**config.mk**
```make
export PLATFORM = sky130hd
export DESIGN_NAME = crl_output_logic
export DESIGN_NICKNAME = d
export VERILOG_FILES = /design/src/common/crl_pkg.sv /design/src/hdl/crl_output_logic.sv
export SDC_FILE = /design/constraint.sdc
export NUM_CORES = 1
export LEC_CHECK = 0
export BUFFER_PORTS_ARGS = -buffer_cell sky130_fd_sc_hd__buf_2
export CORE_MARGIN = 5
export CORE_UTILIZATION = 61
export DETAILED_ROUTE_END_ITERATION = 16
export GPL_TIMING_DRIVEN = 0
export PLACE_DENSITY_LB_ADDON = 0.3
export SLEW_MARGIN = 20
export SYNTH_ARGS = -nofsm -noshare
export SYNTH_HDL_FRONTEND = slang
export SYNTH_SLANG_ARGS = --single-unit
```
**constraint.sdc**
```tcl
create_clock -name i_clock -period 6 [get_ports i_clock]
set_input_delay 0.3 -clock i_clock [delete_from_list [all_inputs] [get_ports i_clock]]
set_output_delay 0.3 -clock i_clock [all_outputs]
set_load 0.01 [all_outputs]
```
**src/common/crl_pkg.sv**
```systemverilog
// Constants, register map and carrier types for the refrigeration output logic
package crl_pkg;

  // Register bus geometry
  localparam int ADDR_W = 8;
  localparam int DATA_W = 32;
  localparam int PCT_W = 7;
  localparam int TEMP_W = 8;

  // Register byte offsets
  localparam logic [7:0] OFS_CHAN_LVL = 8'h00;
  localparam logic [7:0] OFS_STAGE_LVL = 8'h04;
  localparam logic [7:0] OFS_AMB_LVL = 8'h08;
  localparam logic [7:0] OFS_CUTOFF = 8'h0c;
  localparam logic [7:0] OFS_DELAY = 8'h10;
  localparam logic [7:0] OFS_CYCLE = 8'h14;
  localparam logic [7:0] OFS_MODE = 8'h18;
  localparam logic [7:0] OFS_STATUS = 8'h1c;

  // Field positions: on level low byte, off level second byte
  localparam int LVL_ON_LSB = 0;
  localparam int LVL_OFF_LSB = 8;
  localparam int CUT_LSB = 0;
  localparam int OFFDLY_LSB = 0;
  localparam int OFFDLY_W = 3;
  localparam int BOOST_LSB = 8;
  localparam int BOOST_W = 8;
  localparam int CYC_W = 6;
  localparam int CYC_HUM_LSB = 0;
  localparam int CYC_AHEAT_LSB = 8;
  localparam int CYC_ACOOL_LSB = 16;
  localparam int MODE_PURGE_BIT = 0;
  localparam int MODE_BOOST_BIT = 1;
  localparam int MODE_AMB_TP_BIT = 2;
  localparam int MODE_LEV2_BIT = 3;

  // Writable bits of each register; the rest read as zero
  localparam logic [31:0] MASK_LVL = 32'h0000_7f7f;
  localparam logic [31:0] MASK_CUTOFF = 32'h0000_00ff;
  localparam logic [31:0] MASK_DELAY = 32'h0000_ff07;
  localparam logic [31:0] MASK_CYCLE = 32'h003f_3f3f;
  localparam logic [31:0] MASK_MODE = 32'h0000_000f;

  // Reset values
  localparam logic [31:0] RST_CHAN_LVL = 32'h0000_320a;
  localparam logic [31:0] RST_STAGE_LVL = 32'h0000_5014;
  localparam logic [31:0] RST_AMB_LVL = 32'h0000_320a;
  localparam logic [31:0] RST_CUTOFF = 32'h0000_0032;
  localparam logic [31:0] RST_DELAY = 32'h0000_1e01;
  localparam logic [31:0] RST_CYCLE = 32'h0007_0101;
  localparam logic [31:0] RST_MODE = 32'h0000_0000;

  // Timing
  localparam int CLK_PERIOD_NS = 10;
  localparam int CENTI_TICK_NS = 10_000_000;
  localparam int CENTI_CYCLES = CENTI_TICK_NS / CLK_PERIOD_NS;
  localparam int CENTI_PER_SEC = 100;
  localparam int SEC_PER_MIN = 60;
  localparam int HS_ON_DELAY_S = 60;
  localparam logic [6:0] PCT_FULL = 7'h64;

  // PID outputs of one channel
  typedef struct packed {
    logic [6:0] cool_pct;
    logic [6:0] heat_pct;
  } crl_pid_s;

  // Compressor sequencing
  typedef enum logic [1:0] {
    COMP_OFF,
    COMP_RUN,
    COMP_HOLD
  } crl_comp_e;

endpackage : crl_pkg

```
**src/hdl/crl_output_logic.sv**
```systemverilog
// Refrigeration, vacuum, vent, humidify and ambient output decision logic
//
// Summary of operation
// [RQ1] Compressor on when cooling reaches on level
// [RQ2] Compressor off when heating reaches off level
// [RQ3] Ramping up past cutoff temperature stops cooling
// [RQ4] Off delay in minutes before compressor stops
// [RQ5] Heating direction only while profile ramps
// [RQ6] Single and low stage: on wins
// [RQ7] Low stage on at channel 1 cooling level
// [RQ8] Low stage off at channel 1 heating level
// [RQ9] Cooling above zero resets off-delay timer
// [RQ10] High stage waits one minute after request
// [RQ11] Cut-in contact selects pressure switch gating
// [RQ12] Cascade condenser feeds liquid when cooling needed
// [RQ13] Cascade condenser: off wins
// [RQ14] Vacuum output type vacuum or purge
// [RQ15] Purge type follows event level two
// [RQ16] Vent or boost cool, simple on/off
// [RQ17] Boost cool after delay in seconds
// [RQ18] Boost timer reset below full cooling
// [RQ19] Humidify time proportioned, 1-60 s cycle
// [RQ20] Ambient output proportioned or on/off
// [RQ21] Ambient on/off by its cool/heat levels
// [RQ22] Ambient cycles: heat 1 s, cool 7 s
// [RQ23] All delays from divided clock tick
// [RQ24] Low artificial load inverts PID cool
`timescale 1ns/1ps
`default_nettype none

////////////////////////////////////////////////////////////////////////////////
// Time-proportioning stage: on for pct percent of each cycle
module crl_tp (
  input wire logic i_clock,
  input wire logic i_rst,
  input wire logic i_centi,
  input wire logic [5:0] i_cycle_s,
  input wire logic [6:0] i_pct,
  output logic o_on
);
  import crl_pkg::*;
  logic [12:0] phase_r;
  logic [12:0] limit;
  logic [12:0] duty;

  // Cycle length and on time in centiseconds
  assign limit = 13'({7'h00, i_cycle_s} * 13'(CENTI_PER_SEC));
  assign duty = 13'({6'h00, i_pct} * {7'h00, i_cycle_s});

  // Phase counter wraps each cycle
  always_ff @(posedge i_clock) begin
    if (i_rst) begin
      phase_r <= 13'h0000;
    end else if (i_centi) begin
      if (phase_r + 13'h0001 >= limit) begin
        phase_r <= 13'h0000;
      end else begin
        phase_r <= phase_r + 13'h0001;
      end
    end
  end

  // Output registered from phase compare
  always_ff @(posedge i_clock) begin
    if (i_rst) begin
      o_on <= 1'b0;
    end else begin
      o_on <= (phase_r < duty);
    end
  end
endmodule : crl_tp

////////////////////////////////////////////////////////////////////////////////
// Top level
module crl_output_logic #(
  parameter int CENTI_CYC = crl_pkg::CENTI_CYCLES
) (
  input wire logic i_clock,
  input wire logic i_rst,
  input wire logic [crl_pkg::ADDR_W-1:0] i_addr,
  input wire logic [crl_pkg::DATA_W-1:0] i_wdata,
  input wire logic i_wr,
  input wire logic i_rd,
  output logic [crl_pkg::DATA_W-1:0] o_rdata,
  input wire crl_pkg::crl_pid_s i_chan1,
  input wire crl_pkg::crl_pid_s i_chan2,
  input wire logic [crl_pkg::PCT_W-1:0] i_humid_pct,
  input wire logic [crl_pkg::TEMP_W-1:0] i_temp,
  input wire logic i_profile_ramping,
  input wire logic i_sp_rising,
  input wire logic i_pid_cool,
  input wire logic i_vacuum_req,
  input wire logic i_vent_req,
  input wire logic i_cutin_closed,
  input wire logic i_pressure_ok,
  output logic [1:0] o_compressor,
  output logic o_low_stage,
  output logic o_high_stage,
  output logic o_cascade_cond,
  output logic o_vacuum,
  output logic o_vent_boost,
  output logic o_humidify,
  output logic o_ambient,
  output logic o_low_art_load
);
  import crl_pkg::*;

  //////////////////////////////////////////////////////////////////////////////
  // Register file
  logic [31:0] chan_lvl_r, stage_lvl_r, amb_lvl_r, cutoff_r, delay_r, cycle_r, mode_r;

  // Software writes, masked to the defined fields
  always_ff @(posedge i_clock) begin
    if (i_rst) begin
      chan_lvl_r <= RST_CHAN_LVL;
      stage_lvl_r <= RST_STAGE_LVL;
      amb_lvl_r <= RST_AMB_LVL;
      cutoff_r <= RST_CUTOFF;
      delay_r <= RST_DELAY;
      cycle_r <= RST_CYCLE;
      mode_r <= RST_MODE;
    end else if (i_wr) begin
      unique case (i_addr)
        OFS_CHAN_LVL: chan_lvl_r <= i_wdata & MASK_LVL;
        OFS_STAGE_LVL: stage_lvl_r <= i_wdata & MASK_LVL;
        OFS_AMB_LVL: amb_lvl_r <= i_wdata & MASK_LVL;
        OFS_CUTOFF: cutoff_r <= i_wdata & MASK_CUTOFF;
        OFS_DELAY: delay_r <= i_wdata & MASK_DELAY;
        OFS_CYCLE: cycle_r <= i_wdata & MASK_CYCLE;
        OFS_MODE: mode_r <= i_wdata & MASK_MODE;
        default: ;
      endcase
    end
  end

  // Read data one cycle after the strobe, zero elsewhere
  always_ff @(posedge i_clock) begin
    if (i_rst) begin
      o_rdata <= 32'h0000_0000;
    end else if (i_rd) begin
      unique case (i_addr)
        OFS_CHAN_LVL: o_rdata <= chan_lvl_r;
        OFS_STAGE_LVL: o_rdata <= stage_lvl_r;
        OFS_AMB_LVL: o_rdata <= amb_lvl_r;
        OFS_CUTOFF: o_rdata <= cutoff_r;
        OFS_DELAY: o_rdata <= delay_r;
        OFS_CYCLE: o_rdata <= cycle_r;
        OFS_MODE: o_rdata <= mode_r;
        OFS_STATUS: o_rdata <= {22'h00_0000, o_low_art_load, o_ambient, o_humidify,
          o_vent_boost, o_vacuum, o_cascade_cond, o_high_stage, o_low_stage, o_compressor};
        default: o_rdata <= 32'h0000_0000;
      endcase
    end else begin
      o_rdata <= 32'h0000_0000;
    end
  end

  // Field views
  logic [2:0] off_delay_min;
  logic [7:0] boost_delay_s;
  assign off_delay_min = delay_r[OFFDLY_LSB +: OFFDLY_W];
  assign boost_delay_s = delay_r[BOOST_LSB +: BOOST_W];

  //////////////////////////////////////////////////////////////////////////////
  // Contact input synchronisers
  logic [1:0] cutin_sync_r, press_sync_r;
  logic cutin, press_ok;

  always_ff @(posedge i_clock) begin
    if (i_rst) begin
      cutin_sync_r <= 2'h0;
      press_sync_r <= 2'h0;
    end else begin
      cutin_sync_r <= {cutin_sync_r[0], i_cutin_closed};
      press_sync_r <= {press_sync_r[0], i_pressure_ok};
    end
  end
  assign cutin = cutin_sync_r[1];
  assign press_ok = press_sync_r[1];

  //////////////////////////////////////////////////////////////////////////////
  // Time base
  logic [$clog2(CENTI_CYC)-1:0] div_r;
  logic [6:0] centi_r;
  logic [5:0] sec_r;
  logic centi_tick, sec_tick, min_tick;

  // [RQ23] divided tick chain
  always_ff @(posedge i_clock) begin
    if (i_rst) begin
      div_r <= '0;
      centi_r <= 7'h00;
      sec_r <= 6'h00;
    end else begin
      div_r <= centi_tick ? '0 : div_r + 1'b1;
      if (centi_tick) begin
        centi_r <= sec_tick ? 7'h00 : centi_r + 7'h01;
      end
      if (sec_tick) begin
        sec_r <= min_tick ? 6'h00 : sec_r + 6'h01;
      end
    end
  end
  assign centi_tick = (div_r == ($clog2(CENTI_CYC))'(CENTI_CYC - 1));
  assign sec_tick = centi_tick && (centi_r == 7'(CENTI_PER_SEC - 1));
  assign min_tick = sec_tick && (sec_r == 6'(SEC_PER_MIN - 1));

  //////////////////////////////////////////////////////////////////////////////
  // Shared conditions
  logic sp_pos, ramp_cut;
  // [RQ5] heating direction only on a ramp
  assign sp_pos = i_profile_ramping && i_sp_rising;
  // [RQ3] cutoff temperature while heating
  assign ramp_cut = sp_pos && ($signed(i_temp) >= $signed(cutoff_r[CUT_LSB +: TEMP_W]));

  //////////////////////////////////////////////////////////////////////////////
  // Per-channel compressors and the low stage share one sequencer form
  crl_pid_s pid [3];
  logic [6:0] on_lvl [3];
  logic [6:0] off_lvl [3];
  logic [2:0] seq_on;
  assign pid[0] = i_chan1;
  assign pid[1] = i_chan2;
  assign pid[2] = i_chan1;
  assign on_lvl[0] = chan_lvl_r[LVL_ON_LSB +: PCT_W];
  assign on_lvl[1] = chan_lvl_r[LVL_ON_LSB +: PCT_W];
  assign on_lvl[2] = stage_lvl_r[LVL_ON_LSB +: PCT_W];
  assign off_lvl[0] = chan_lvl_r[LVL_OFF_LSB +: PCT_W];
  assign off_lvl[1] = chan_lvl_r[LVL_OFF_LSB +: PCT_W];
  assign off_lvl[2] = stage_lvl_r[LVL_OFF_LSB +: PCT_W];

  for (genvar g = 0; g < 3; g++) begin : g_seq
    crl_comp_e st_r;
    logic [2:0] min_r;
    logic on_c, off_c;
    // [RQ1] [RQ7] cooling turn-on level
    assign on_c = pid[g].cool_pct >= on_lvl[g];
    // [RQ2] [RQ8] heating turn-off level or ramp cutoff
    assign off_c = (pid[g].heat_pct >= off_lvl[g]) || ramp_cut;

    // [RQ6] on wins; [RQ4] minutes of hold before off
    always_ff @(posedge i_clock) begin
      if (i_rst) begin
        st_r <= COMP_OFF;
      end else begin
        unique case (st_r)
          COMP_OFF: if (on_c) st_r <= COMP_RUN;
          COMP_RUN: if (!on_c && off_c) st_r <= (off_delay_min == 3'h0) ? COMP_OFF : COMP_HOLD;
          COMP_HOLD: begin
            if (on_c) begin
              st_r <= COMP_RUN;
            end else if (min_r >= off_delay_min) begin
              st_r <= COMP_OFF;
            end
          end
        endcase
      end
    end

    // [RQ9] low stage off-delay timer cleared while cooling above zero
    always_ff @(posedge i_clock) begin
      if (i_rst || st_r != COMP_HOLD || (g == 2 && pid[g].cool_pct != 7'h00)) begin
        min_r <= 3'h0;
      end else if (min_tick && min_r != 3'h7) begin
        min_r <= min_r + 3'h1;
      end
    end
    assign seq_on[g] = (st_r != COMP_OFF);
  end

  //////////////////////////////////////////////////////////////////////////////
  // High stage and cascade condenser
  logic hs_req, cc_need, cc_off;
  logic [5:0] hs_sec_r;
  logic cc_r;
  logic [2:0] cc_min_r;

  // [RQ11] pressure switch gates when cut-in closed
  assign hs_req = seq_on[2] && (!cutin || press_ok);
  // [RQ12] liquid feed when cooling is needed and the pressure switch gate passes
  assign cc_need = (i_chan1.cool_pct != 7'h00) && (!cutin || press_ok);
  assign cc_off = (i_chan1.heat_pct >= stage_lvl_r[LVL_OFF_LSB +: PCT_W]) || ramp_cut;

  // [RQ10] one-minute turn-on timer, reset while off
  always_ff @(posedge i_clock) begin
    if (i_rst || !hs_req) begin
      hs_sec_r <= 6'h00;
    end else if (sec_tick && hs_sec_r != 6'(HS_ON_DELAY_S)) begin
      hs_sec_r <= hs_sec_r + 6'h01;
    end
  end

  // [RQ13] off wins; [RQ9] hold timer reset by cooling
  always_ff @(posedge i_clock) begin
    if (i_rst || cc_off) begin
      cc_r <= 1'b0;
      cc_min_r <= 3'h0;
    end else if (cc_need) begin
      cc_r <= 1'b1;
      cc_min_r <= 3'h0;
    end else if (i_chan1.cool_pct != 7'h00) begin
      // Cooling demand holds the timer even while the switch gates the feed
      cc_min_r <= 3'h0;
    end else if (cc_r && cc_min_r >= off_delay_min) begin
      cc_r <= 1'b0;
    end else if (cc_r && min_tick) begin
      cc_min_r <= cc_min_r + 3'h1;
    end
  end

  //////////////////////////////////////////////////////////////////////////////
  // Boost cool timer
  logic [7:0] boost_sec_r;
  logic boost_mode;
  assign boost_mode = mode_r[MODE_BOOST_BIT];

  // [RQ18] held in reset below full cooling
  always_ff @(posedge i_clock) begin
    if (i_rst || i_chan1.cool_pct < PCT_FULL) begin
      boost_sec_r <= 8'h00;
    end else if (sec_tick && boost_sec_r != 8'hff) begin
      boost_sec_r <= boost_sec_r + 8'h01;
    end
  end

  //////////////////////////////////////////////////////////////////////////////
  // Humidify and ambient time proportioning
  logic hum_tp, amb_tp, amb_lvl_on_r, amb_heat;
  logic [5:0] amb_cyc;

  // [RQ19] humidify cycle time
  crl_tp u_hum_tp (
    .i_clock(i_clock),
    .i_rst(i_rst),
    .i_centi(centi_tick),
    .i_cycle_s(cycle_r[CYC_HUM_LSB +: CYC_W]),
    .i_pct(i_humid_pct),
    .o_on(hum_tp)
  );

  // [RQ22] heat cycle while channel 2 heats, else cool cycle
  assign amb_heat = i_chan2.heat_pct != 7'h00;
  assign amb_cyc = amb_heat ? cycle_r[CYC_AHEAT_LSB +: CYC_W] : cycle_r[CYC_ACOOL_LSB +: CYC_W];
  crl_tp u_amb_tp (
    .i_clock(i_clock),
    .i_rst(i_rst),
    .i_centi(centi_tick),
    .i_cycle_s(amb_cyc),
    .i_pct(i_chan2.cool_pct),
    .o_on(amb_tp)
  );

  // [RQ21] ambient enable from its own levels, on wins
  always_ff @(posedge i_clock) begin
    if (i_rst) begin
      amb_lvl_on_r <= 1'b0;
    end else if (i_chan2.cool_pct >= amb_lvl_r[LVL_ON_LSB +: PCT_W]) begin
      amb_lvl_on_r <= 1'b1;
    end else if (i_chan2.heat_pct >= amb_lvl_r[LVL_OFF_LSB +: PCT_W] || ramp_cut) begin
      amb_lvl_on_r <= 1'b0;
    end
  end

  //////////////////////////////////////////////////////////////////////////////
  // Output registers
  always_ff @(posedge i_clock) begin
    if (i_rst) begin
      o_compressor <= 2'h0;
      o_low_stage <= 1'b0;
      o_high_stage <= 1'b0;
      o_cascade_cond <= 1'b0;
      o_vacuum <= 1'b0;
      o_vent_boost <= 1'b0;
      o_humidify <= 1'b0;
      o_ambient <= 1'b0;
      o_low_art_load <= 1'b0;
    end else begin
      o_compressor <= seq_on[1:0];
      o_low_stage <= seq_on[2];
      // [RQ10] energise only after the full minute
      o_high_stage <= hs_req && (hs_sec_r == 6'(HS_ON_DELAY_S));
      o_cascade_cond <= cc_r;
      // [RQ14] [RQ15] vacuum logic or event level two
      o_vacuum <= mode_r[MODE_PURGE_BIT] ? mode_r[MODE_LEV2_BIT] : i_vacuum_req;
      // [RQ16] [RQ17] vent request or delayed boost cool
      o_vent_boost <= boost_mode ? (i_chan1.cool_pct >= PCT_FULL && boost_sec_r >= boost_delay_s)
                                 : i_vent_req;
      o_humidify <= hum_tp;
      // [RQ20] proportioned or plain on/off
      o_ambient <= amb_lvl_on_r && (mode_r[MODE_AMB_TP_BIT] ? amb_tp : 1'b1);
      // [RQ24] inverse of PID cool
      o_low_art_load <= !i_pid_cool;
    end
  end
endmodule : crl_output_logic

`default_nettype wire

```
== Word-level counts from Yosys, hierarchy flattened ==
Index checks and enable logic that the tools add are counted.

* Reductions and logical operators: 64
* $lt $le $gt $ge: 20
* Eq/ne operators: 35
* Bitwise logic cells: 2
* Muxes and demuxes: 30
* Add/subtract/negate cells: 11
* Multiply operators: 4

{| class="wikitable"
|+ Operators by type and width
! operator !! count
|-
| $pmux W22 S8 || 1
|-
| $ge A7 B7 Y1 || 8
|-
| $eq A8 B5 Y1 const B || 4
|-
| $add A13 B1 Y13 const B || 2
|-
| $ge A13 B13 Y1 || 2
|-
| $lt A13 B13 Y1 || 2
|-
| $mul A7 B6 Y13 || 2
|-
| $mux W13 || 2
|-
| $mux W2 || 13
|-
| $mul A6 B5 Y11 const B || 2
|-
| $add A20 B1 Y20 const B || 1
|-
| $eq A20 B20 Y1 const B || 1
|-
| $ne A2 B2 Y1 const B || 10
|-
| $logic_and A1 B1 Y1 || 19
|-
| $ne A3 B3 Y1 const B || 6
|-
| $pmux W2 S3 || 3
|-
| $reduce_and A2 Y1 || 9
|-
| $eq A8 B4 Y1 const B || 2
|-
| $ge A8 B8 Y1 || 2
|-
| $reduce_bool A7 Y1 || 2
|-
| $add A3 B1 Y3 const B || 4
|-
| $add A6 B1 Y6 const B || 2
|-
| $eq A6 B6 Y1 const B || 2
|-
| $ge A3 B3 Y1 || 4
|-
| other kinds (23) || 61
|}

* Bits of input ports: 94
* Logic and storage cells: 203
* Output and inout port bits: 42
* Register bits: 224

== Depth between registers and ports, before layout ==
Gate-level depths: netlist of run 1.

* Depth in word-level cells: 6
* Depth in mapped cells: 25
* Gate-level depth less buffers: 25

== Cells and area by module ==
A second synthesis of run 1 with hierarchy kept.

* Cells, all modules: 1891
* Area total of the unflattened synthesis: 16052.9 um^2

{| class="wikitable"
|+ By module, submodules not included
! module !! instances !! cells an instance !! sequential area each (um^2) !! area an instance (um^2)
|-
| crl_output_logic || 1 || 1165 || 3723.6 || 10002.1
|-
| crl_tp (u_hum_tp) || 1 || 359 || 280.3 || 3044.2
|-
| crl_tp (u_amb_tp) || 1 || 367 || 280.3 || 3006.6
|}

== Least setup slack after synthesis of run 1 ==
Ideal clock, no wire load.

* Path kind: input-to-reg
* From: input i_chan2[3] (netlist name)
* To: register u_amb_tp.o_on
* Path slack: 451 ps
* Cell stages on the path: 23
* Arrival time: 5431 ps
* Path buffers: 0
* Required time: 5882 ps
* Library setup time: 118 ps
* Path through: nor4_1 > nand2_1 > mux2i_1 > nor2b_1 > fa_1 > inv_1 > fa_1 > fa_1 > inv_1 > ha_1 > a21oi_1 > o21ai_0 > or4_1 > a31o_2 > a21oi_1 > xor2_1 > ha_1 > nand4_1 > or2_2 > a21oi_1 > nor3_1 > o211ai_1 > nor2_1

* Longest elaborated chain between the ends: 4

{| class="wikitable"
|+ Ends and longest elaborated chain
! element !! RTL line !! text
|-
| start, declared || crl_output_logic.sv:86 || <nowiki>input wire crl_pkg::crl_pid_s i_chan2,</nowiki>
|-
| $reduce_bool A7 Y1 || crl_output_logic.sv:342 || <nowiki>assign amb_heat = i_chan2.heat_pct != 7'h00;</nowiki>
|-
| $mux W6 || crl_output_logic.sv:343 || <nowiki>assign amb_cyc = amb_heat ? cycle_r[CYC_AHEAT_LSB +: CYC_W] : cycle_r[CYC_ACOOL_LSB +: CYC_W];</nowiki>
|-
| $mul A7 B6 Y13 || crl_output_logic.sv:48 || <nowiki>assign duty = 13'({6'h00, i_pct} * {7'h00, i_cycle_s});</nowiki>
|-
| $lt A13 B13 Y1 || crl_output_logic.sv:68 || <nowiki>o_on <= (phase_r < duty);</nowiki>
|-
| end signal, assigned || crl_output_logic.sv:68 ||
|-
| end, declared || crl_output_logic.sv:39 || <nowiki>output logic o_on</nowiki>
|}

Every way passes these cells.
A chain may end at the register's enable or synchronous reset.

== Worst setup path after layout of run 1 ==
* From: input i_chan2[1] (netlist name)
* To: register u_amb_tp.o_on

Same word-level chain as after synthesis.

==> results.md, run 1 <==
* Status: finished, final reports clean
* Die Span X at approximately 170 microns
* Final period utilization at 95.0%
* Synth cell types at 67
* Top cell type's share of synthesized area at 28.1%
* Skew final at roughly 14 ps
* DP HPWL at around 33000 microns
* Hold path depth at 3
* I/O Pins at 136
* FF+latch count, synth at 214
* Worst r2r src: cycle_r[2]
* Reg2Reg Depth at 20
* R2R setup slack at approximately 300 ps
* NetSw at between 800 and 900 uW
* Via density at 5.97
* Startpoint types: input port
* Fillers at 1943
* CORE AREA at 24500 sq um
* Leak at 8.03 nW
* Number of enable flip-flop cells after synthesis at 0
* Routed WL at 43000 microns
* Post-Syn Area per Cell at 8.39 sq um
* Post-route DRC at 0
* Slew Limit Fails at 0
* Worst hold path startpoint: i_wdata[21]
* Min-Delay Path Class: input port to flop
* Setup WS pre-CTS at -798 ps
* DP Area at 16200 sq um
* Cts bufs inserted at 24
* First-pass GRT wire length at between 60000 and 70000 microns
* RSZ-0062 raised after global routing: false
* Grt ovf at 0
* Die height at approximately 170 microns
* Ys async rst share at 0%
* Tot GR Track Use at 29.6%
* Clock share of power at about half
* Pwr Total at roughly 3.4 mW
* Crit. End Element: flop
* Synth Instances at 1814
* Share of cells above drive strength 1 at 10.4%
* Peak Freq at 175 MHz
* Vias in the first global route at 13568
* Full die area at roughly 28000 sq um
* Fin. Hold Viols at 0
* Worst skew pair latency at 530 ps
* Initial DRC Count at 1176
* H-Tree Depth at 1
* Port bufs at 113
* Post-route design area at 17300 sq um
* Power share of the combinational group at 8.6%
* Maximum root-to-sink buffer count at 3
* Commonest cells post-synth: nand2_1, ha_1, dfxtp_1
* Most frequent cell after synthesis: nand2_1
* Row count at 57
* Initial Util at roughly 62%
* Reg2reg end: u_hum_tp.o_on
* DR vias at 13818
* Clock sink total at 214
* Setup violators final at 0
* Syn-to-layout area delta at 13.3%
* CTS root buf: clkbuf_16
* Ys Warns at 0
* Final Core Density at approximately 71%
* Yosys top cell by area: dfxtp_1
* Final GP Congestion at 0.999
* Ys flop type: dfxtp_1
* Arr. time, crit path at 6100 ps
* Worst vdd ir at 0.000211 V
* Critical path class: input port to flop
* Worst hold slack at 29.6 ps
* Router iterations before antenna repair at 6
* DRT antenna net count at 0
* Internal at 2.55 mW
* Worst Setup Slack, final at 301 ps
* Worst slew pin tran at between 1000 and 1500 ps
* Post-synthesis cell area at 15200 sq um
* Switch share at 24.7%
* CTS tree: done
* Final min period at 5700 ps
* Routed len/inst at 18.6 microns
* Slew margin rel. at 31.5%
* Worst Hold End: cycle_r[21]
* Max cap viols at 0
* Worst-path clk slew at around 60 ps
* Worst Path Max Fanout at 10
* Layout Nets at 2345
* Largest net degree at the start of global routing at 14
* Initial antenna violation count at 2
* Reg power frac at 43.1%
* Crit path required time at 6400 ps
* Sequential fraction of the synthesis area at 28.1%
* Synth area leaders: dfxtp_1, ha_1, nand2_1
* PD cells at 196 nW/um^2
[sequential cells by signal (all words and copies together), names as in the netlist, 7 cells and up]
signal and count:
div_r 20, u_hum_tp.phase_r 13, cycle_r 18, centi_r 7, chan_lvl_r 14, cutoff_r 8
stage_lvl_r 14, g_seq.min_r 9, delay_r 11, amb_lvl_r 14, u_amb_tp.phase_r 13, boost_sec_r 8
o_rdata 22
[metrics by stage]
| step | std cells | TNS, ps |
|---|---|---|
| after floorplan | 1823 | 0 |
| after CTS | 2308 | 0 |
| after global placement | 2260 | -782 |
| after global routing | 2314 | 0 |
| final | 2314 | 0 |
| after detailed placement | 2260 | -1160 |
[power by group through the flow]
stage | sequential [mW] | clock, mW | combinational, mW
after floorplan | 1.48 | 0 | 0.156
after global placement | 1.49 | 0 | 0.264
after detailed placement | 1.49 | 0 | 0.277
after CTS | 1.46 | 1.64 | 0.283
after global routing | 1.46 | 1.70 | 0.320
final | 1.46 | 1.63 | 0.291
[kinds of logic after synthesis]
family	synth area share, %
compound gates	13.6
xor+xnor	5.12
fa+ha+maj	25.3
buf+inv	6.40
flops	28.1
mux	1.34
other cells	0.0246
simple gates	20.1
[worst max path at each step]
stage                    endpoint  startpoint  depth (start not counted)  slack, ps
CTS                 u_amb_tp.o_on  i_chan2[3]                         23         30
detailed placement  u_amb_tp.o_on  i_chan2[3]                         24       -800
global placement    u_amb_tp.o_on  i_chan2[3]                         24       -780
floorplan           u_amb_tp.o_on  i_chan2[3]                         23        450
finish              u_amb_tp.o_on  i_chan2[1]                         24        300
global route        u_amb_tp.o_on  i_chan2[1]                         24         90
[worst max-delay path, cell delays in order]
cell and delay, ps:
buf_2 120, nor3_1 380, nand2_4 220, mux2_4 420, and2_1 200, fa_1 520
fa_1 540, inv_1 50, fa_1 540, inv_1 40, ha_1 330, nand2_1 80
o21ai_0 110, or4_1 460, a31o_2 250, a21oi_1 160, xor2_1 90, ha_1 300
nand4_1 150, or2_2 340, a21oi_1 170, nor3_1 70, o211ai_1 160, nor2_1 90
[layout by cell type, fill, tap and decap left out, types with 7 or more instances in the layout]
master | Yosys | layout
nor2_1 | 103 | 103
ha_1 | 237 | 237
nand4_1 | 19 | 19
a21o_1 | 35 | 35
clkinv_2 | 0 | 8
and2_1 | 34 | 34
buf_2 | 8 | 121
nand2_1 | 249 | 248
or3_1 | 11 | 11
nor3_1 | 24 | 24
a21oi_1 | 111 | 111
buf_4 | 13 | 17
clkbuf_16 | 0 | 24
mux2i_1 | 17 | 14
clkbuf_1 | 39 | 40
nor2b_1 | 35 | 35
xor2_1 | 46 | 46
nand2b_1 | 21 | 21
inv_1 | 182 | 182
a31oi_1 | 18 | 18
a211oi_1 | 10 | 10
a22oi_1 | 28 | 28
conb_1 | 1 | 10
fa_1 | 44 | 44
o211ai_1 | 17 | 17
and3_1 | 28 | 28
o31ai_1 | 7 | 7
xnor2_1 | 43 | 43
a22o_1 | 11 | 11
dfxtp_1 | 214 | 214
o21ai_0 | 43 | 43
nand3_1 | 82 | 82
[routing by layer]
layer / share of wire (%) / vias to the layer above / global-route usage (%)
met4: 4.0 / 0 / 11.7
met5: 0 / - / 0
met2: 46 / 604 / 48.0
met1: 41 / 6565 / 39.4
met3: 9.3 / 133 / 5.04
li1: - / 6516 / -
[layout make-up]
class	instances	area, sq um	area share (%)
Timing Repair Buffer	121	636	3.68
Multi-Input combinational cell	1365	10100	58.4
Inverter	183	687	3.98
Clock buffer	29	659	3.82
Sequential cell	214	4280	24.8
Tap cell	324	405	2.35
Antenna cell	2	5.00	0.0290
Buffer	61	288	1.67
Clock inverter	15	215	1.25
[timing repair]
item                                    CTS  global route
endpoints found under the setup margin    1             1
hold endpoints to repair                  4             0
setup buffers                             0             4
gates resized for setup                   5             8
pin swaps                                 0             0
hold buffers                              4             0
Note: power is estimated with default switching activity, not from simulation.
==> run 2, diff against run 1 <==
--- a/config.mk
+++ b/config.mk
@@ -5,7 +5,7 @@
 export SDC_FILE = /design/constraint.sdc
 export NUM_CORES = 1
 export LEC_CHECK = 0
-export BUFFER_PORTS_ARGS = -buffer_cell sky130_fd_sc_hd__buf_2
+export BUFFER_PORTS_ARGS = -buffer_cell sky130_fd_sc_hd__buf_4
 export CORE_MARGIN = 5
 export CORE_UTILIZATION = 61
 export DETAILED_ROUTE_END_ITERATION = 16
==> results.md, run 2 (synthesis gave the netlist of run 1 again) <==
* Via density at 5.95
* Dpl cells at 2260
* Port bufs at 113
* Slowest cell on the critical path: fa_1
* Vias in the first global route at 13743
* Post-route DRC at 0
* Worst-path clk slew at about 60 ps
* Status: finished, final reports clean
* Skew final at 10.4 ps
* Worst Path Max Fanout at 10
* Power share of the combinational group at 9.3%
* Startpoint types: input port
* Inserted Diodes at 0
* Worst-path cell chain: buf_4, nor4_2, nand2_4, mux2_4, nand2_1, fa_1, fa_1, fa_1, inv_1, ha_1, a21oi_1, o21ai_0, or4_1, a31o_2, a21oi_1, xor2_1, ha_1, nand4_1, or2_2, a21oi_1, nor3_1, o211ai_1, nor2_1
* Max cap viols at 0
* Initial Util at 62.2%
* Share of cells above drive strength 1 at 10.1%
* RSZ-0062 raised after global routing: false
* Syn-to-layout area delta at 14.5%
* Final GP Congestion at approximately 1
* DRT antenna net count at 0
* Die height at around 170 microns
* Multi-input logic area at between 10000 and 15000 sq um
* Min-Delay Path Class: input port to flop
* Routed WL at 43200 microns
* Biggest regs: o_rdata (22), div_r (20), cycle_r (18)
* Final min period at 5780 ps
* Grt ovf at 0
* CP bufs+invs at 2
* Clock share of power at 46.3%
* Max stage delay on crit path at about 540 ps
* Clock sink total at 214
* Reg power frac at 44.4%
* NetSw at approximately 800 uW
* Worst slew pin tran at 1010 ps
* Fillers at around 1900
* Non-filler cells, final at 2311
* Cts bufs inserted at 25
* Register Area at 4280 sq um
* Worst skew pair latency at ~520 ps
* Die Span X at ~170 microns
* DP HPWL at between 30000 and 40000 microns
* Tot GR Track Use at 29.6%
* Final period utilization at a little over nine tenths
* Top Metal Used: met4
* Max reg flops at 22
* Maximum root-to-sink buffer count at 3
* Crit path depth at 23
* H-Tree Depth at 1
* Peak Freq at around 170 MHz
* Switch share at around 25%
* CTS tree: done
* Met3 WL post-DR at 4030 microns
* Critical path's top delay family: adder cells
* Slew margin rel. at between 30% and 40%
* I/O Pins at 136
* Slew Limit Fails at 0
* Most frequent cells in the layout: nand2_1, ha_1, dfxtp_1, inv_1, buf_4
* Hold path depth at 3
* Reg2Reg Depth at 20
* Largest net degree at the start of global routing at 14
* Most common cell after layout, fill and taps aside: nand2_1
* Routed len/inst at 18.7 microns
* DR vias at approximately 14000
* Worst vdd ir at 0.000196 V
* Internal at 2.47 mW
* Setup violators final at 0
* Arr. time, crit path at 6180 ps
* Initial DRC Count at 1045
* PD cells at 188 nW/um^2
* Leak at 8.05 nW
* Crit. End Element: flop
* CORE AREA at between 20000 and 25000 sq um
* Metal2 WL at 19800 microns
* Fin. Hold Viols at 0
* Critical path class: input port to flop
* Met1 WL at approximately 17000 microns
* Router iterations before antenna repair at 6
* Layout Nets at 2345
* CTS root buf: clkbuf_16
* Initial antenna violation count at 0
* First-pass GRT wire length at 68800 microns
* Fin Setup TNS at 0 ps
* Biggest register: o_rdata
* Row count at 57
* Crit path required time at 6400 ps
* Full die area at roughly 28000 sq um
==> run 2: changes by cell type in the layout (fill, tap and decap cells not counted), moves of 2 or more <==
cell and change:
clkbuf_1 +5, diode_2 -2, bufinv_16 -2, buf_2 -113, buf_4 +113, clkbuf_8 -3
==> run 2: power groups by stage <==
stage               Sequential (mW)  Combinational (mW)  Clock [mW]
global route                   1.46               0.335        1.59
CTS                            1.46               0.300        1.53
floorplan                      1.48               0.156           0
detailed placement             1.49               0.296           0
global placement               1.49               0.283           0
finish                         1.46               0.305        1.52
==> run 2: path summary, 6_finish.rpt <==
check / end / slack [ps] / start
max: u_amb_tp.o_on / 220 / i_chan2[3]
min: cycle_r[18] / 10 / i_wdata[18]
max reg2reg: u_hum_tp.o_on / 340 / cycle_r[2]
min reg2reg: o_humidify / 430 / u_hum_tp.o_on
==> run 2: tightest hold or removal path: stages <==
cell and delay [ps]:
buf_4 80, nand2_1 40, nand3_1 70
==> run 2: final cells by class <==
cell class | instances | share of cell area, %
tap | 324 | 2.32
timing repair buffer | 120 | 5.21
buffer | 61 | 1.65
sequential | 214 | 24.6
inverter | 183 | 3.94
multi-input combinational | 1365 | 57.7
clock inverter | 12 | 0.796
clock buffer | 32 | 3.80
==> run 2: repair_timing <==
item / 4_1_cts / 5_1_grt
endpoints found under the setup margin: 1 / 1
pin swaps: 0 / 0
setup buffers: 0 / 4
gates resized for setup: 7 / 5
hold buffers: 3 / 0
endpoints found under the hold margin: 3 / 0
==> run 2: per-layer routing <==
metal	GRT usage, %	up-vias
met3	6.17	166
li1	-	6509
met4	12.9	0
met2	48.7	595
met5	0	-
met1	37.8	6475
==> run 2: per-stage QoR <==
stage / utilization (%) / setup WS [ps] / hold WS [ps] / instance area (sq um) / power [mW]
final: 71.3 / 220 / 11.2 / 17400 / 3.28
after global routing: 71.3 / 1.68 / 35.4 / 17400 / 3.39
after CTS: 71.1 / 56.3 / 6.13 / 17400 / 3.29
after detailed placement: 67.5 / -810 / 422 / 16500 / 1.78
after global placement: 67.5 / -860 / 421 / 16500 / 1.77
after floorplan: - / 451 / 367 / 15300 / 1.64
